--- config.mk ---
export PLATFORM = sky130hd
export DESIGN_NAME = hibernate_ctrl_irq
export DESIGN_NICKNAME = d
export VERILOG_FILES = /design/src/hib_pkg.sv /design/src/hibernate_ctrl_irq.sv /design/src/hib_bat_check.sv
export VERILOG_INCLUDE_DIRS = /design/src
export SDC_FILE = /design/constraint.sdc
export NUM_CORES = 2
export LEC_CHECK = 0
export BUFFER_PORTS_ARGS = -buffer_cell sky130_fd_sc_hd__buf_2
export CAP_MARGIN = 20
export CORE_MARGIN = 2
export CORE_UTILIZATION = 50
export CTS_CLUSTER_SIZE = 8
export DETAILED_ROUTE_END_ITERATION = 7
export MAX_ROUTING_LAYER = met4
export PLACE_DENSITY = 0.64
export SYNTH_ARGS = -nofsm -noshare
export SYNTH_HDL_FRONTEND = slang
export SYNTH_HIERARCHICAL = 1
export SYNTH_SLANG_ARGS = --single-unit
--- constraint.sdc ---
create_clock -name MCLK_I -period 7.6 [get_ports MCLK_I]
set_input_delay 0.76 -clock MCLK_I [delete_from_list [all_inputs] [get_ports MCLK_I]]
set_output_delay 0.76 -clock MCLK_I [all_outputs]
set_load 0.05 [all_outputs]
--- src/hib_cfg.svh ---
/*
 * Offsets, fields, reset values, sizes and timing counts of the block.
 * Assumes inclusion by bare name wherever a figure is needed.
 */
`ifndef HIB_CFG_SVH
`define HIB_CFG_SVH

// ----------------------------------------------------------------------
// Bus and sizes
// ----------------------------------------------------------------------
`define HIB_ADDR_W 8
`define HIB_DATA_W 32
`define HIB_STRB_W 4
`define HIB_PIN_W 8
`define HIB_EVT_W 4
`define HIB_MEM_WORDS 16
`define HIB_MEM_IDX_W 4

// ----------------------------------------------------------------------
// Register byte offsets
// ----------------------------------------------------------------------
`define HIB_OFS_CTRL 8'h00
`define HIB_OFS_MASK 8'h04
`define HIB_OFS_RAW 8'h08
`define HIB_OFS_MSK_STAT 8'h0c
`define HIB_OFS_CLEAR 8'h10
`define HIB_OFS_VIEW 8'h14
`define HIB_OFS_MEM_BASE 8'h40

// ----------------------------------------------------------------------
// Control register fields
// ----------------------------------------------------------------------
`define HIB_CTRL_ENABLE 0
`define HIB_CTRL_RETAIN 1
`define HIB_CTRL_ACTIVE 2
`define HIB_CTRL_CHK_START 3
`define HIB_CTRL_CHK_BUSY 4
`define HIB_CTRL_HOLDING 5

// ----------------------------------------------------------------------
// Event bit layout, shared by mask, raw, masked and clear
// ----------------------------------------------------------------------
`define HIB_EVT_RTC_MATCH0 0
`define HIB_EVT_LOW_BAT 1
`define HIB_EVT_PIN_WAKE 2
`define HIB_EVT_WR_DONE 3

// ----------------------------------------------------------------------
// Reset values and bus answers
// ----------------------------------------------------------------------
`define HIB_MASK_RST 4'h0
`define HIB_RESP_OKAY 2'h0
`define HIB_RESP_SLVERR 2'h2

// ----------------------------------------------------------------------
// Timing
// ----------------------------------------------------------------------
`define HIB_CLK_PERIOD_NS 8
`define HIB_BAT_CHECK_NS 1000
`define HIB_BAT_CHECK_CYC \
    ((`HIB_BAT_CHECK_NS + `HIB_CLK_PERIOD_NS - 1) / `HIB_CLK_PERIOD_NS)
`define HIB_CHK_CNT_W 8

`endif

--- src/hib_pkg.sv ---
/*
 * State enumerations and packed state records of both modules.
 * Assumes hib_cfg.svh is on the include path.
 */
`default_nettype none
`include "hib_cfg.svh"

package hib_pkg;

    // ------------------------------------------------------------------
    // State enumerations
    // ------------------------------------------------------------------
    typedef enum logic [1:0] {
        WR_IDLE = 2'b01,
        WR_RESP = 2'b10
    } wr_state_e;

    typedef enum logic [1:0] {
        RD_IDLE = 2'b01,
        RD_DATA = 2'b10
    } rd_state_e;

    typedef enum logic [1:0] {
        CHK_IDLE = 2'b01,
        CHK_RUN = 2'b10
    } chk_state_e;

    // ------------------------------------------------------------------
    // Battery checker state
    // ------------------------------------------------------------------
    typedef struct packed {
        chk_state_e state;
        logic [`HIB_CHK_CNT_W-1:0] count;
        logic busy;
        logic done;
        logic low;
    } chk_s;

    typedef logic [`HIB_MEM_WORDS-1:0][`HIB_DATA_W-1:0] mem_t;

    // ------------------------------------------------------------------
    // Main block state
    // ------------------------------------------------------------------
    typedef struct packed {
        wr_state_e wr_state;
        rd_state_e rd_state;
        logic aw_got;
        logic w_got;
        logic [`HIB_ADDR_W-1:0] waddr;
        logic [`HIB_DATA_W-1:0] wdata;
        logic [`HIB_STRB_W-1:0] wstrb;
        logic awready;
        logic wready;
        logic bvalid;
        logic [1:0] bresp;
        logic arready;
        logic rvalid;
        logic [1:0] rresp;
        logic [`HIB_DATA_W-1:0] rdata;
        logic enable;
        logic retain;
        logic view_masked;
        logic [`HIB_EVT_W-1:0] mask;
        logic [`HIB_EVT_W-1:0] raw;
        logic chk_start;
        logic hib_prev;
        logic wake_prev;
        logic holding;
        logic [`HIB_PIN_W-1:0] kept_out;
        logic [`HIB_PIN_W-1:0] kept_oe;
        logic [`HIB_PIN_W-1:0] pin_out;
        logic [`HIB_PIN_W-1:0] pin_oe;
        logic gpio_rst;
        logic irq;
        mem_t mem;
    } hib_s;

endpackage : hib_pkg
`default_nettype wire

--- src/hibernate_ctrl_irq.sv ---
/*
 * Hibernation unit control: enable, pin retention, four masked events,
 * a sixteen word backed store and an AXI4-Lite register slave.
 * Assumes RST_I is the always-powered reset, CPU_RST_I the processor's
 * power-on reset, and all inputs synchronous to MCLK_I.
 */
`timescale 1ns/1ps
`default_nettype none
`include "hib_cfg.svh"

module hibernate_ctrl_irq (
    // Clock and resets
    input wire logic MCLK_I,
    input wire logic RST_I,
    input wire logic CPU_RST_I,
    // AXI4-Lite write address and data
    input wire logic [`HIB_ADDR_W-1:0] AWADDR_I,
    input wire logic AWVALID_I,
    output logic AWREADY_O,
    input wire logic [`HIB_DATA_W-1:0] WDATA_I,
    input wire logic [`HIB_STRB_W-1:0] WSTRB_I,
    input wire logic WVALID_I,
    output logic WREADY_O,
    // AXI4-Lite write response
    output logic [1:0] BRESP_O,
    output logic BVALID_O,
    input wire logic BREADY_I,
    // AXI4-Lite read
    input wire logic [`HIB_ADDR_W-1:0] ARADDR_I,
    input wire logic ARVALID_I,
    output logic ARREADY_O,
    output logic [`HIB_DATA_W-1:0] RDATA_O,
    output logic [1:0] RRESP_O,
    output logic RVALID_O,
    input wire logic RREADY_I,
    // Event sources and hibernation state
    input wire logic HIB_I,
    input wire logic WAKE_PIN_I,
    input wire logic RTC_MATCH0_I,
    input wire logic BAT_LOW_I,
    // Pin logic side and pins
    input wire logic [`HIB_PIN_W-1:0] GPIO_OUT_I,
    input wire logic [`HIB_PIN_W-1:0] GPIO_OE_I,
    output logic GPIO_RST_O,
    output logic [`HIB_PIN_W-1:0] PIN_OUT_O,
    output logic [`HIB_PIN_W-1:0] PIN_OE_O,
    // Interrupt request
    output logic IRQ_O
);

    hib_pkg::hib_s st_reg;
    hib_pkg::hib_s st_next;

    logic chk_busy;
    logic chk_done;
    logic chk_low;

    // ------------------------------------------------------------------
    // Battery checker
    // ------------------------------------------------------------------

    // The checker sits beside the event logic; its start is a pulse.
    hib_bat_check u_bat_check (
        .clk_i(MCLK_I),
        .rst_i(RST_I),
        .start_i(st_reg.chk_start),
        .bat_low_i(BAT_LOW_I),
        .busy_o(chk_busy),
        .done_o(chk_done),
        .low_o(chk_low)
    );

    // ------------------------------------------------------------------
    // Helpers
    // ------------------------------------------------------------------

    // Merge a write into an old word, byte lane by byte lane.
    function automatic logic [`HIB_DATA_W-1:0] merge(
        input logic [`HIB_DATA_W-1:0] old_w,
        input logic [`HIB_DATA_W-1:0] new_w,
        input logic [`HIB_STRB_W-1:0] strb
    );
        logic [`HIB_DATA_W-1:0] res;
        res = old_w;
        for (int b = 0; b < `HIB_STRB_W; b++) begin
            if (strb[b]) begin
                res[b*8 +: 8] = new_w[b*8 +: 8];
            end
        end
        return res;
    endfunction : merge

    // True when an address falls in the backed store window.
    function automatic logic in_mem(input logic [`HIB_ADDR_W-1:0] a);
        return (a[`HIB_ADDR_W-1:6] == 2'(`HIB_OFS_MEM_BASE >> 6));
    endfunction : in_mem

    // ------------------------------------------------------------------
    // Next state
    // ------------------------------------------------------------------

    // All behaviour in one pass: bus slave, events, retention, pins.
    always_comb begin
        logic [`HIB_EVT_W-1:0] set_evt;
        logic [`HIB_EVT_W-1:0] clr_evt;
        logic [`HIB_EVT_W-1:0] masked;
        logic [`HIB_DATA_W-1:0] ctrl_word;
        logic [`HIB_DATA_W-1:0] wd;
        logic [`HIB_MEM_IDX_W-1:0] widx;
        logic [`HIB_MEM_IDX_W-1:0] ridx;
        logic hib_rise;
        set_evt = '0;
        clr_evt = '0;
        masked = '0;
        ctrl_word = '0;
        wd = '0;
        widx = '0;
        ridx = ARADDR_I[5:2];
        hib_rise = HIB_I & ~st_reg.hib_prev;
        st_next = st_reg;
        st_next.chk_start = 1'b0;

        // Write address and data are taken in either order.
        if (AWVALID_I && st_reg.awready) begin
            st_next.aw_got = 1'b1;
            st_next.waddr = AWADDR_I;
        end
        if (WVALID_I && st_reg.wready) begin
            st_next.w_got = 1'b1;
            st_next.wdata = WDATA_I;
            st_next.wstrb = WSTRB_I;
        end

        // Perform the write once both halves are held.
        unique case (st_reg.wr_state)
            hib_pkg::WR_IDLE: begin
                if (st_next.aw_got && st_next.w_got) begin
                    st_next.aw_got = 1'b0;
                    st_next.w_got = 1'b0;
                    st_next.bvalid = 1'b1;
                    st_next.bresp = `HIB_RESP_OKAY;
                    st_next.wr_state = hib_pkg::WR_RESP;
                    wd = merge('0, st_next.wdata, st_next.wstrb);
                    widx = st_next.waddr[5:2];
                    if (in_mem(st_next.waddr)) begin
                        st_next.mem[widx] = merge(st_reg.mem[widx],
                            st_next.wdata, st_next.wstrb);
                        set_evt[`HIB_EVT_WR_DONE] = 1'b1;
                    end else begin
                        unique case (st_next.waddr)
                            `HIB_OFS_CTRL: begin
                                if (st_next.wstrb[0]) begin
                                    st_next.enable =
                                        wd[`HIB_CTRL_ENABLE];
                                    st_next.retain =
                                        wd[`HIB_CTRL_RETAIN];
                                    st_next.chk_start =
                                        wd[`HIB_CTRL_CHK_START] &
                                        st_reg.enable;
                                end
                            end
                            `HIB_OFS_MASK: begin
                                if (st_next.wstrb[0]) begin
                                    st_next.mask =
                                        wd[`HIB_EVT_W-1:0];
                                end
                            end
                            `HIB_OFS_RAW, `HIB_OFS_CLEAR: begin
                                clr_evt = wd[`HIB_EVT_W-1:0];
                            end
                            `HIB_OFS_VIEW: begin
                                if (st_next.wstrb[0]) begin
                                    st_next.view_masked = wd[0];
                                end
                            end
                            `HIB_OFS_MSK_STAT: begin
                                // Read-only view; the write is ignored.
                            end
                            default: begin
                                st_next.bresp = `HIB_RESP_SLVERR;
                            end
                        endcase
                    end
                end
            end
            hib_pkg::WR_RESP: begin
                if (BREADY_I) begin
                    st_next.bvalid = 1'b0;
                    st_next.wr_state = hib_pkg::WR_IDLE;
                end
            end
        endcase
        st_next.awready = ~st_next.aw_got & ~st_next.bvalid;
        st_next.wready = ~st_next.w_got & ~st_next.bvalid;

        // Event capture; a disabled unit raises nothing.
        st_next.wake_prev = WAKE_PIN_I;
        if (st_reg.enable) begin
            if (WAKE_PIN_I && !st_reg.wake_prev) begin
                set_evt[`HIB_EVT_PIN_WAKE] = 1'b1;
            end
            if (RTC_MATCH0_I) begin
                set_evt[`HIB_EVT_RTC_MATCH0] = 1'b1;
            end
            if (chk_done && chk_low) begin
                set_evt[`HIB_EVT_LOW_BAT] = 1'b1;
            end
        end else begin
            set_evt = '0;
        end

        // A set arriving with its clear wins, so no event is lost.
        st_next.raw = (st_reg.raw & ~clr_evt) | set_evt;
        masked = st_next.raw & st_next.mask;
        st_next.irq = st_next.enable & (|masked);

        // Read channel answers one cycle after the address is taken.
        ctrl_word[`HIB_CTRL_ENABLE] = st_reg.enable;
        ctrl_word[`HIB_CTRL_RETAIN] = st_reg.retain;
        ctrl_word[`HIB_CTRL_ACTIVE] = st_reg.enable;
        ctrl_word[`HIB_CTRL_CHK_BUSY] = chk_busy | st_reg.chk_start;
        ctrl_word[`HIB_CTRL_HOLDING] = st_reg.holding;
        unique case (st_reg.rd_state)
            hib_pkg::RD_IDLE: begin
                if (ARVALID_I) begin
                    st_next.arready = 1'b0;
                    st_next.rvalid = 1'b1;
                    st_next.rresp = `HIB_RESP_OKAY;
                    st_next.rdata = '0;
                    st_next.rd_state = hib_pkg::RD_DATA;
                    if (in_mem(ARADDR_I)) begin
                        st_next.rdata = st_reg.mem[ridx];
                    end else begin
                        unique case (ARADDR_I)
                            `HIB_OFS_CTRL: st_next.rdata = ctrl_word;
                            `HIB_OFS_MASK: begin
                                st_next.rdata[`HIB_EVT_W-1:0] = st_reg.mask;
                            end
                            `HIB_OFS_RAW: begin
                                st_next.rdata[`HIB_EVT_W-1:0] =
                                    st_reg.view_masked ?
                                    (st_reg.raw & st_reg.mask) :
                                    st_reg.raw;
                            end
                            `HIB_OFS_MSK_STAT: begin
                                st_next.rdata[`HIB_EVT_W-1:0] =
                                    st_reg.raw & st_reg.mask;
                            end
                            `HIB_OFS_CLEAR: st_next.rdata = '0;
                            `HIB_OFS_VIEW: begin
                                st_next.rdata[0] = st_reg.view_masked;
                            end
                            default: st_next.rresp = `HIB_RESP_SLVERR;
                        endcase
                    end
                end
            end
            hib_pkg::RD_DATA: begin
                if (RREADY_I) begin
                    st_next.rvalid = 1'b0;
                    st_next.arready = 1'b1;
                    st_next.rd_state = hib_pkg::RD_IDLE;
                end
            end
        endcase

        // Retention: capture the pin levels as hibernation begins.
        st_next.hib_prev = HIB_I;
        if (!st_reg.enable) begin
            st_next.holding = 1'b0;
        end else if (hib_rise && st_reg.retain && !st_reg.holding) begin
            st_next.holding = 1'b1;
            st_next.kept_out = GPIO_OUT_I;
            st_next.kept_oe = GPIO_OE_I;
        end else if (!st_reg.retain && !HIB_I) begin
            st_next.holding = 1'b0;
        end

        // Pins follow retained levels, the pin logic, or nothing.
        st_next.gpio_rst = HIB_I;
        if (st_next.holding) begin
            st_next.pin_out = st_next.kept_out;
            st_next.pin_oe = st_next.kept_oe;
        end else if (HIB_I) begin
            st_next.pin_out = '0;
            st_next.pin_oe = '0;
        end else begin
            st_next.pin_out = GPIO_OUT_I;
            st_next.pin_oe = GPIO_OE_I;
        end

        // The processor reset clears only the bus side of the slave and the check start pulse.
        if (CPU_RST_I) begin
            st_next.wr_state = hib_pkg::WR_IDLE;
            st_next.rd_state = hib_pkg::RD_IDLE;
            st_next.aw_got = 1'b0;
            st_next.w_got = 1'b0;
            st_next.awready = 1'b1;
            st_next.wready = 1'b1;
            st_next.bvalid = 1'b0;
            st_next.arready = 1'b1;
            st_next.rvalid = 1'b0;
            st_next.chk_start = 1'b0;
        end
    end

    // ------------------------------------------------------------------
    // State register
    // ------------------------------------------------------------------

    // Only the unit reset clears all state; processor resets keep all but the bus side and the check start pulse.
    always_ff @(posedge MCLK_I) begin
        if (RST_I) begin
            st_reg <= '{
                wr_state: hib_pkg::WR_IDLE,
                rd_state: hib_pkg::RD_IDLE,
                awready: 1'b1,
                wready: 1'b1,
                arready: 1'b1,
                mask: `HIB_MASK_RST,
                default: '0
            };
        end else begin
            st_reg <= st_next;
        end
    end

    // ------------------------------------------------------------------
    // Outputs, all straight from the state register
    // ------------------------------------------------------------------
    assign AWREADY_O = st_reg.awready;
    assign WREADY_O = st_reg.wready;
    assign BVALID_O = st_reg.bvalid;
    assign BRESP_O = st_reg.bresp;
    assign ARREADY_O = st_reg.arready;
    assign RVALID_O = st_reg.rvalid;
    assign RRESP_O = st_reg.rresp;
    assign RDATA_O = st_reg.rdata;
    assign GPIO_RST_O = st_reg.gpio_rst;
    assign PIN_OUT_O = st_reg.pin_out;
    assign PIN_OE_O = st_reg.pin_oe;
    assign IRQ_O = st_reg.irq;

endmodule : hibernate_ctrl_irq
`default_nettype wire

--- src/hib_bat_check.sv ---
/*
 * Forced battery check: on start, wait the settle time, sample the
 * low-battery comparator and pulse done with the result.
 * Assumes the comparator level is synchronous to the clock.
 */
`timescale 1ns/1ps
`default_nettype none
`include "hib_cfg.svh"

module hib_bat_check (
    // Clock and reset
    input wire logic clk_i,
    input wire logic rst_i,
    // Request and comparator
    input wire logic start_i,
    input wire logic bat_low_i,
    // Result
    output logic busy_o,
    output logic done_o,
    output logic low_o
);

    localparam logic [`HIB_CHK_CNT_W-1:0] CHK_LAST =
        `HIB_CHK_CNT_W'(`HIB_BAT_CHECK_CYC - 1);

    hib_pkg::chk_s chk_reg;
    hib_pkg::chk_s chk_next;

    // Count the settle time, then take one comparator sample.
    always_comb begin
        chk_next = chk_reg;
        chk_next.done = 1'b0;
        unique case (chk_reg.state)
            hib_pkg::CHK_IDLE: begin
                if (start_i) begin
                    chk_next.state = hib_pkg::CHK_RUN;
                    chk_next.count = '0;
                    chk_next.busy = 1'b1;
                end
            end
            hib_pkg::CHK_RUN: begin
                if (chk_reg.count == CHK_LAST) begin
                    chk_next.state = hib_pkg::CHK_IDLE;
                    chk_next.busy = 1'b0;
                    chk_next.done = 1'b1;
                    chk_next.low = bat_low_i;
                end else begin
                    chk_next.count = chk_reg.count + 1'b1;
                end
            end
        endcase
    end

    // Register the state; reset returns to idle with no result.
    always_ff @(posedge clk_i) begin
        if (rst_i) begin
            chk_reg <= '{state: hib_pkg::CHK_IDLE, default: '0};
        end else begin
            chk_reg <= chk_next;
        end
    end

    assign busy_o = chk_reg.busy;
    assign done_o = chk_reg.done;
    assign low_o = chk_reg.low;

endmodule : hib_bat_check
`default_nettype wire

## After elaboration in Yosys (flattened, before gate mapping)

Index checks and enable logic that the tools add are counted.

| storage, ports and cells | value |
|---|---|
| flip-flop bits (word level) | 664 |
| bits of input ports | 80 |

| operators by class | value |
|---|---|
| $add $sub $neg | 1 |
| magnitude comparators | 3 |
| equality and inequality tests | 26 |
| mux-type cells | 86 |
| bitwise operators | 21 |
| reduce and logical (&&, ||, !) cells | 32 |

Operator list:

| cell | count |
|---|---|
| 512-bit bitwise mux | 1 |
| 32-bit binary-select mux with 4-bit select | 2 |
| 8-bit two-way mux | 18 |
| 32-bit demux with 4-bit select | 1 |
| 32-bit two-way mux | 4 |
| 36-bit two-way mux | 2 |
| 16-bit two-way mux | 4 |
| 4-bit two-way mux | 10 |
| 8-bit by 4-bit equality test with 1-bit output, second input constant | 4 |
| 8-bit by 5-bit equality test with 1-bit output, second input constant | 4 |
| 2-bit two-way mux | 15 |
| 11-bit one-hot mux with 2 select lines | 1 |
| 7-bit two-way mux | 3 |
| 8-bit by 3-bit equality test with 1-bit output, second input constant | 2 |
| 8-bit zero test | 2 |
| 1-bit two-way mux | 15 |
| 2-bit AND reduction | 7 |
| 4-bit AND | 3 |
| 2-bit != test, second input constant | 6 |
| 2-bit one-hot mux with 2 select lines | 3 |
| 3-bit one-hot mux with 4 select lines | 1 |
| 6-bit OR reduction | 2 |
| 11-bit two-way mux | 1 |
| 2-bit by 1-bit equality test with 1-bit output, second input constant | 5 |
| other kinds (21) | 53 |

## Logic depth before layout (Yosys ltp)

| depth | value |
|---|---|
| depth in word-level cells | 15 |
| gate-level depth with buffers | 11 |

## Cells and area by module

Netlist, hierarchy kept.

By module, submodules not included:

| module | instances | cells an instance | area an instance (µm²) |
|---|---|---|---|
| hibernate_ctrl_irq | 1 | 3064 | 33452.1 |
| hib_bat_check | 1 | 61 | 559.3 |

## Worst setup path before layout

OpenSTA, ideal clock, no wires.

| path | value |
|---|---|
| path type | input-to-reg |
| start | in ARADDR_I[2] |
| end | reg st_reg, in the netlist RDATA_O[10] |
| setup time | 0.128 ns |
| data arrival time | 2.952 ns |
| path slack | 4.521 ns |
| stages on the path | 8 |
| path buffers | 4 |
| cells stage by stage | clkbuf_1 -> buf_2 -> buf_2 -> clkbuf_1 -> mux4_2 -> mux4_2 -> a22oi_1 -> nor2_1 |

| on the way | value |
|---|---|
| cells in the longest elaborated chain, start to end | 3 |

Ends and longest elaborated chain:

| what | line | text |
|---|---|---|
| start: declaration | hibernate_ctrl_irq.sv:29 | `` input wire logic [`HIB_ADDR_W-1:0] ARADDR_I, `` |
| 32-bit binary-select mux with 4-bit select | hibernate_ctrl_irq.sv:232 | `st_next.rdata = st_reg.mem[ridx];` |
| 32-bit two-way mux (not written as such) | hibernate_ctrl_irq.sv:232 |  |
| 32-bit two-way mux | hibernate_ctrl_irq.sv:231 | `if (in_mem(ARADDR_I)) begin` |
| end signal: assignment | hibernate_ctrl_irq.sv:314 | `st_reg <= '{` |
| end signal: assignment | hibernate_ctrl_irq.sv:324 | `st_reg <= st_next;` |
| end: declaration | hibernate_ctrl_irq.sv:51 | `hib_pkg::hib_s st_reg;` |

Every way passes these cells. The select of a mux whose other input is x is not followed.
A chain may end at the register's enable or synchronous reset.

## Final worst setup path

| path | value |
|---|---|
| start | reg st_reg, in the netlist AWREADY_O |
| end | reg st_reg[330] (netlist bit) |

| on the way | value |
|---|---|
| cells in the longest elaborated chain, start to end | 9 |
| elaborated cells on any way between the ends | 18 |

Ends and longest elaborated chain:

| what | line | text |
|---|---|---|
| 1-bit logical AND (*) | hibernate_ctrl_irq.sv:124 | `if (AWVALID_I && st_reg.awready) begin` |
| 8-bit two-way mux | hibernate_ctrl_irq.sv:124 |  |
| 32-bit binary-select mux with 4-bit select | hibernate_ctrl_irq.sv:146 | `st_next.mem[widx] = merge(st_reg.mem[widx],` |
| 32-bit two-way mux (not written as such) | hibernate_ctrl_irq.sv:146 |  |
| 8-bit two-way mux | hibernate_ctrl_irq.sv:86 | `if (strb[b]) begin` |
| 8-bit two-way mux | hibernate_ctrl_irq.sv:145 | `if (in_mem(st_next.waddr)) begin` |
| 8-bit two-way mux | hibernate_ctrl_irq.sv:137 | `if (st_next.aw_got && st_next.w_got) begin` |
| 8-bit two-way mux | hibernate_ctrl_irq.sv:135 | `unique case (st_reg.wr_state)` |
| 512-bit bitwise mux | hibernate_ctrl_irq.sv:146 |  |

Mark *: on every way between the ends. The rest lies on a longest branch, timed or not. The select of a mux whose other input is x is not followed.

==> impl_metrics.yaml <==
die:
  start_util_pct: 50.6
  count_of_standard_cell_rows: 95
  top_level_pins: 139
  die-area_um2: 70100
  fp.dieW_um: 265
  placeableCoreArea_um2: 67300
  die_height_um: 265
yosys:
  yosysTopAreaCellShare_pct: 38.8
  commonest_register_cell_after_synthesis: "dfxtp_1"
  synth_area_leader_cell: "dfxtp_1"
  seq_area_frac_synth_pct: 38.8
  synth_area_leaders: "dfxtp_1 (39%), mux4_2 (17%), a21o_1 (5.5%), mux2_2 (5.0%), nor2b_1 (2.7%)"
  post_synthesis_instance_total: 3125
  post_synth.cell_area_avg_um2: 10.9
  synth-edff-count: 0
  synth.ff_latch_count: 660
  synth-async-reset-ratio_pct: 0
  ys.warnings.count: 6
  netlist_area_um2: 34000
  synth_cell_types: 78
pwr:
  power_frac_seq_pct: 44.0
  total_leakage_power_nw: 16.0
  finalPower_mw: 7.98
  internal_power_mw: 5.88
  peakVddDrop_mv: 0.145
  clockPowerShare_pct: 46.0
  net-switching-power_mw: 2.10
  switching_share_pct: 26.3
  power_per_cell_area_nw_per_um2: 215
  share_comb_of_total_power_pct: 9.9
timing:
  layout_skew_ps: 27.4
  max-slew-margin-rel_pct: 22.0
  hold_violations: 0
  finalSetupViolCount: 0
  finalWorstPathRequiredPeriod_ps: 4200
  timing.final.crit_share_pct: 55.3
  timing.fmax_mhz: 238
  grt_setup_unrepaired: "false"
  tightest_slew_ps: 1170
  setup-tns-final_ps: 0
  final_slew_viol_count: 0
  slack_of_the_critical_path_ps: 3400
finish:
  number_of_filler_instances_in_the_final_layout: 5666
  multiInputGateArea_um2: 19100
  largest_register_ffs: 591
  area.growth.synth_to_final_pct: 9.20
  regArea_um2: 13200
  drive_gt1_share_pct: 26.3
  finish.net_count: 3138
  finalCoreUtilization_pct: 55.2
setup_path:
  criticalPathCategory: "register to register"
  critical_path_required_ps: 8170
  critical_path.endpoint_type: "register"
  critPathLaunch: "AWREADY_O$_SDFF_PP1_"
  r2r_start: "AWREADY_O$_SDFF_PP1_"
  timing.critical_path.arrival_ps: 4770
  crit_path_max_fanout: 36
  crit_path_start_kind: "register"
detailed_routing:
  vias_per_cell: 6.86
  antenna_left: 0
  drtIter0Drc: 2895
  detail_route.first_pass.iterations: 7
  dr_total_vias: 27000
  drc: 0
  postRouteWirelength_um: 106000
  wl_per_cell_um: 26.9
clocking:
  clock-root-buffer: "clkbuf_16"
  postCtsResizedCells: 0
  ctsLongestPathBuffers: 3
  cts_sink_count: 660
  clkTransAtPathRegs_ps: 50
  cts_hold_buffers: 0
  cts-buffers-inserted: 92
  htreeDepth: 3
  tritoncts: "done"
  insertion_delay_ps: 650
  postCtsSetupBuffers: 0
job:
  cap_viol_max_count: 0
placement:
  place_hpwl_um: 59600
  place_congestion: 0.838
  port_buffers: 136
  worst_setup_slack_before_clock_tree_synthesis_ps: 3060
global_routing:
  number_of_antenna_violations_at_the_first_check_in_global_routing: 1
  track_usage_pct: 30.6
  grt_first_pass_wirelength_um: 162000
  global_route.overflow_total: 0
  largest_net_degree_at_the_start_of_global_routing: 150
  grt_pass1_vias: 26900
status:
  status: "finished clean"
worst_hold_path:
  worst_hold_path_type: "input pin to register"
  min-delay-start: "GPIO_OUT_I[7]"
## power groups by stage
stage / Sequential, mW / Clock, mW / Combinational [mW]
floorplan: 3.59 / 0 / 0.544
finish: 3.51 / 3.67 / 0.792
detailed placement: 3.58 / 0 / 0.779
global route: 3.51 / 3.86 / 0.832
CTS: 3.51 / 3.73 / 0.781
global placement: 3.58 / 0 / 0.764
## cells in the mapped netlist (all sizes together) (6+ instances only)
cell type,instances
o31ai,7
a22o,17
nand2,95
a221oi,14
dfxtp,660
o211ai,18
nor4,6
inv,13
a21boi,6
a22oi,58
o21a,7
nand3,88
a32o,92
mux2,151
o21ai,85
o41ai,16
a2111oi,30
mux4,256
mux2i,55
a211oi,68
a21oi,61
clkbuf,218
nor2b,148
buf,149
nor3,13
and3,147
nor3b,109
a21o,252
and2,8
nor2,203
nand2b,17
## cell type report
| type | instances | share of cell area (%) |
|---|---|---|
| clock inverters | 5 | 0.148 |
| inverters | 13 | 0.145 |
| diodes | 2 | 0.0135 |
| clock buffers | 96 | 6.41 |
| multi-input cells | 2086 | 51.4 |
| well taps | 873 | 2.94 |
| repair buffers | 203 | 3.39 |
| flip-flops and latches | 660 | 35.6 |
## cell families after synthesis
kind of cell             synth area share, %
other                                 0.0110
multiplexers                            23.6
AND/OR/NAND/NOR                         13.9
adder cells (fa/ha/maj)               0.0736
flip-flops                              38.8
buffers and inverters                   5.36
AO/OA/AOI/OAI                           18.2
## worst max-delay path, stage by stage, from the launching register on
cell and delay [ps]:
dfxtp_1 700, a21boi_4 90, buf_4 280, nor2_4 680, buf_4 630, mux4_2 330, a2111oi_2 70, a221oi_2 990
mux2_2 310
## per-stage QoR
stage	hold WS (ps)	instance area [µm²]	cells
floorplan	436	34000	3126
global placement	444	34600	3829
detailed placement	455	34700	3831
CTS	313	37100	3932
global route	340	37100	3937
finish	338	37100	3938
## worst paths after layout
| check | slack (ps) | depth (start not counted) | end |
|---|---|---|---|
| worst max-delay path | 3400 | 8 | st_reg[330]$_SDFFE_PP0P_ |
| worst max register to register | 3400 | 8 | st_reg[330]$_SDFFE_PP0P_ |
| worst min register to register | 460 | 2 | BRESP_O[1]$_SDFFE_PP0P_ |
| worst min-delay path | 340 | 2 | PIN_OUT_O[7]$_SDFF_PP0_ |
## routing by layer
layer	track usage [%]	up-vias	part of all wire [%]	wire, µm
met1	38.9	13600	40	42800
met5	-	-	0	0
li1	-	11600	-	-
met4	12.3	0	3.7	3890
met2	48.3	1510	47	49600
met3	5.73	283	9.1	9680
## cells in the final DEF, fill, tap and decap left out, types with 5 or more instances in the layout
| cell type | n |
|---|---|
| nor3b_1 | 109 |
| nand4b_1 | 5 |
| nor3_1 | 8 |
| mux4_2 | 256 |
| a21o_1 | 251 |
| mux2_2 | 150 |
| and2_1 | 7 |
| a22oi_1 | 58 |
| mux2i_1 | 54 |
| o41ai_1 | 16 |
| nand2_2 | 7 |
| buf_2 | 133 |
| a2111oi_4 | 14 |
| nor2_1 | 200 |
| a21oi_2 | 16 |
| nand2_1 | 88 |
| or3_1 | 5 |
| and3_1 | 146 |
| nand3_1 | 87 |
| a22o_1 | 17 |
| o31a_1 | 5 |
| clkbuf_16 | 95 |
| a21oi_1 | 45 |
| a211oi_1 | 66 |
| a32o_1 | 92 |
| a2111oi_2 | 9 |
| nor2b_1 | 148 |
| o211ai_1 | 18 |
| a2111oi_1 | 5 |
| a221oi_2 | 13 |
| buf_4 | 61 |
| inv_1 | 12 |
| a21boi_0 | 5 |
| o31ai_1 | 5 |
| o21ai_0 | 79 |
| nand2b_1 | 17 |
| dfxtp_1 | 660 |
| o21a_1 | 7 |
(Power assumes the default switching activity.)
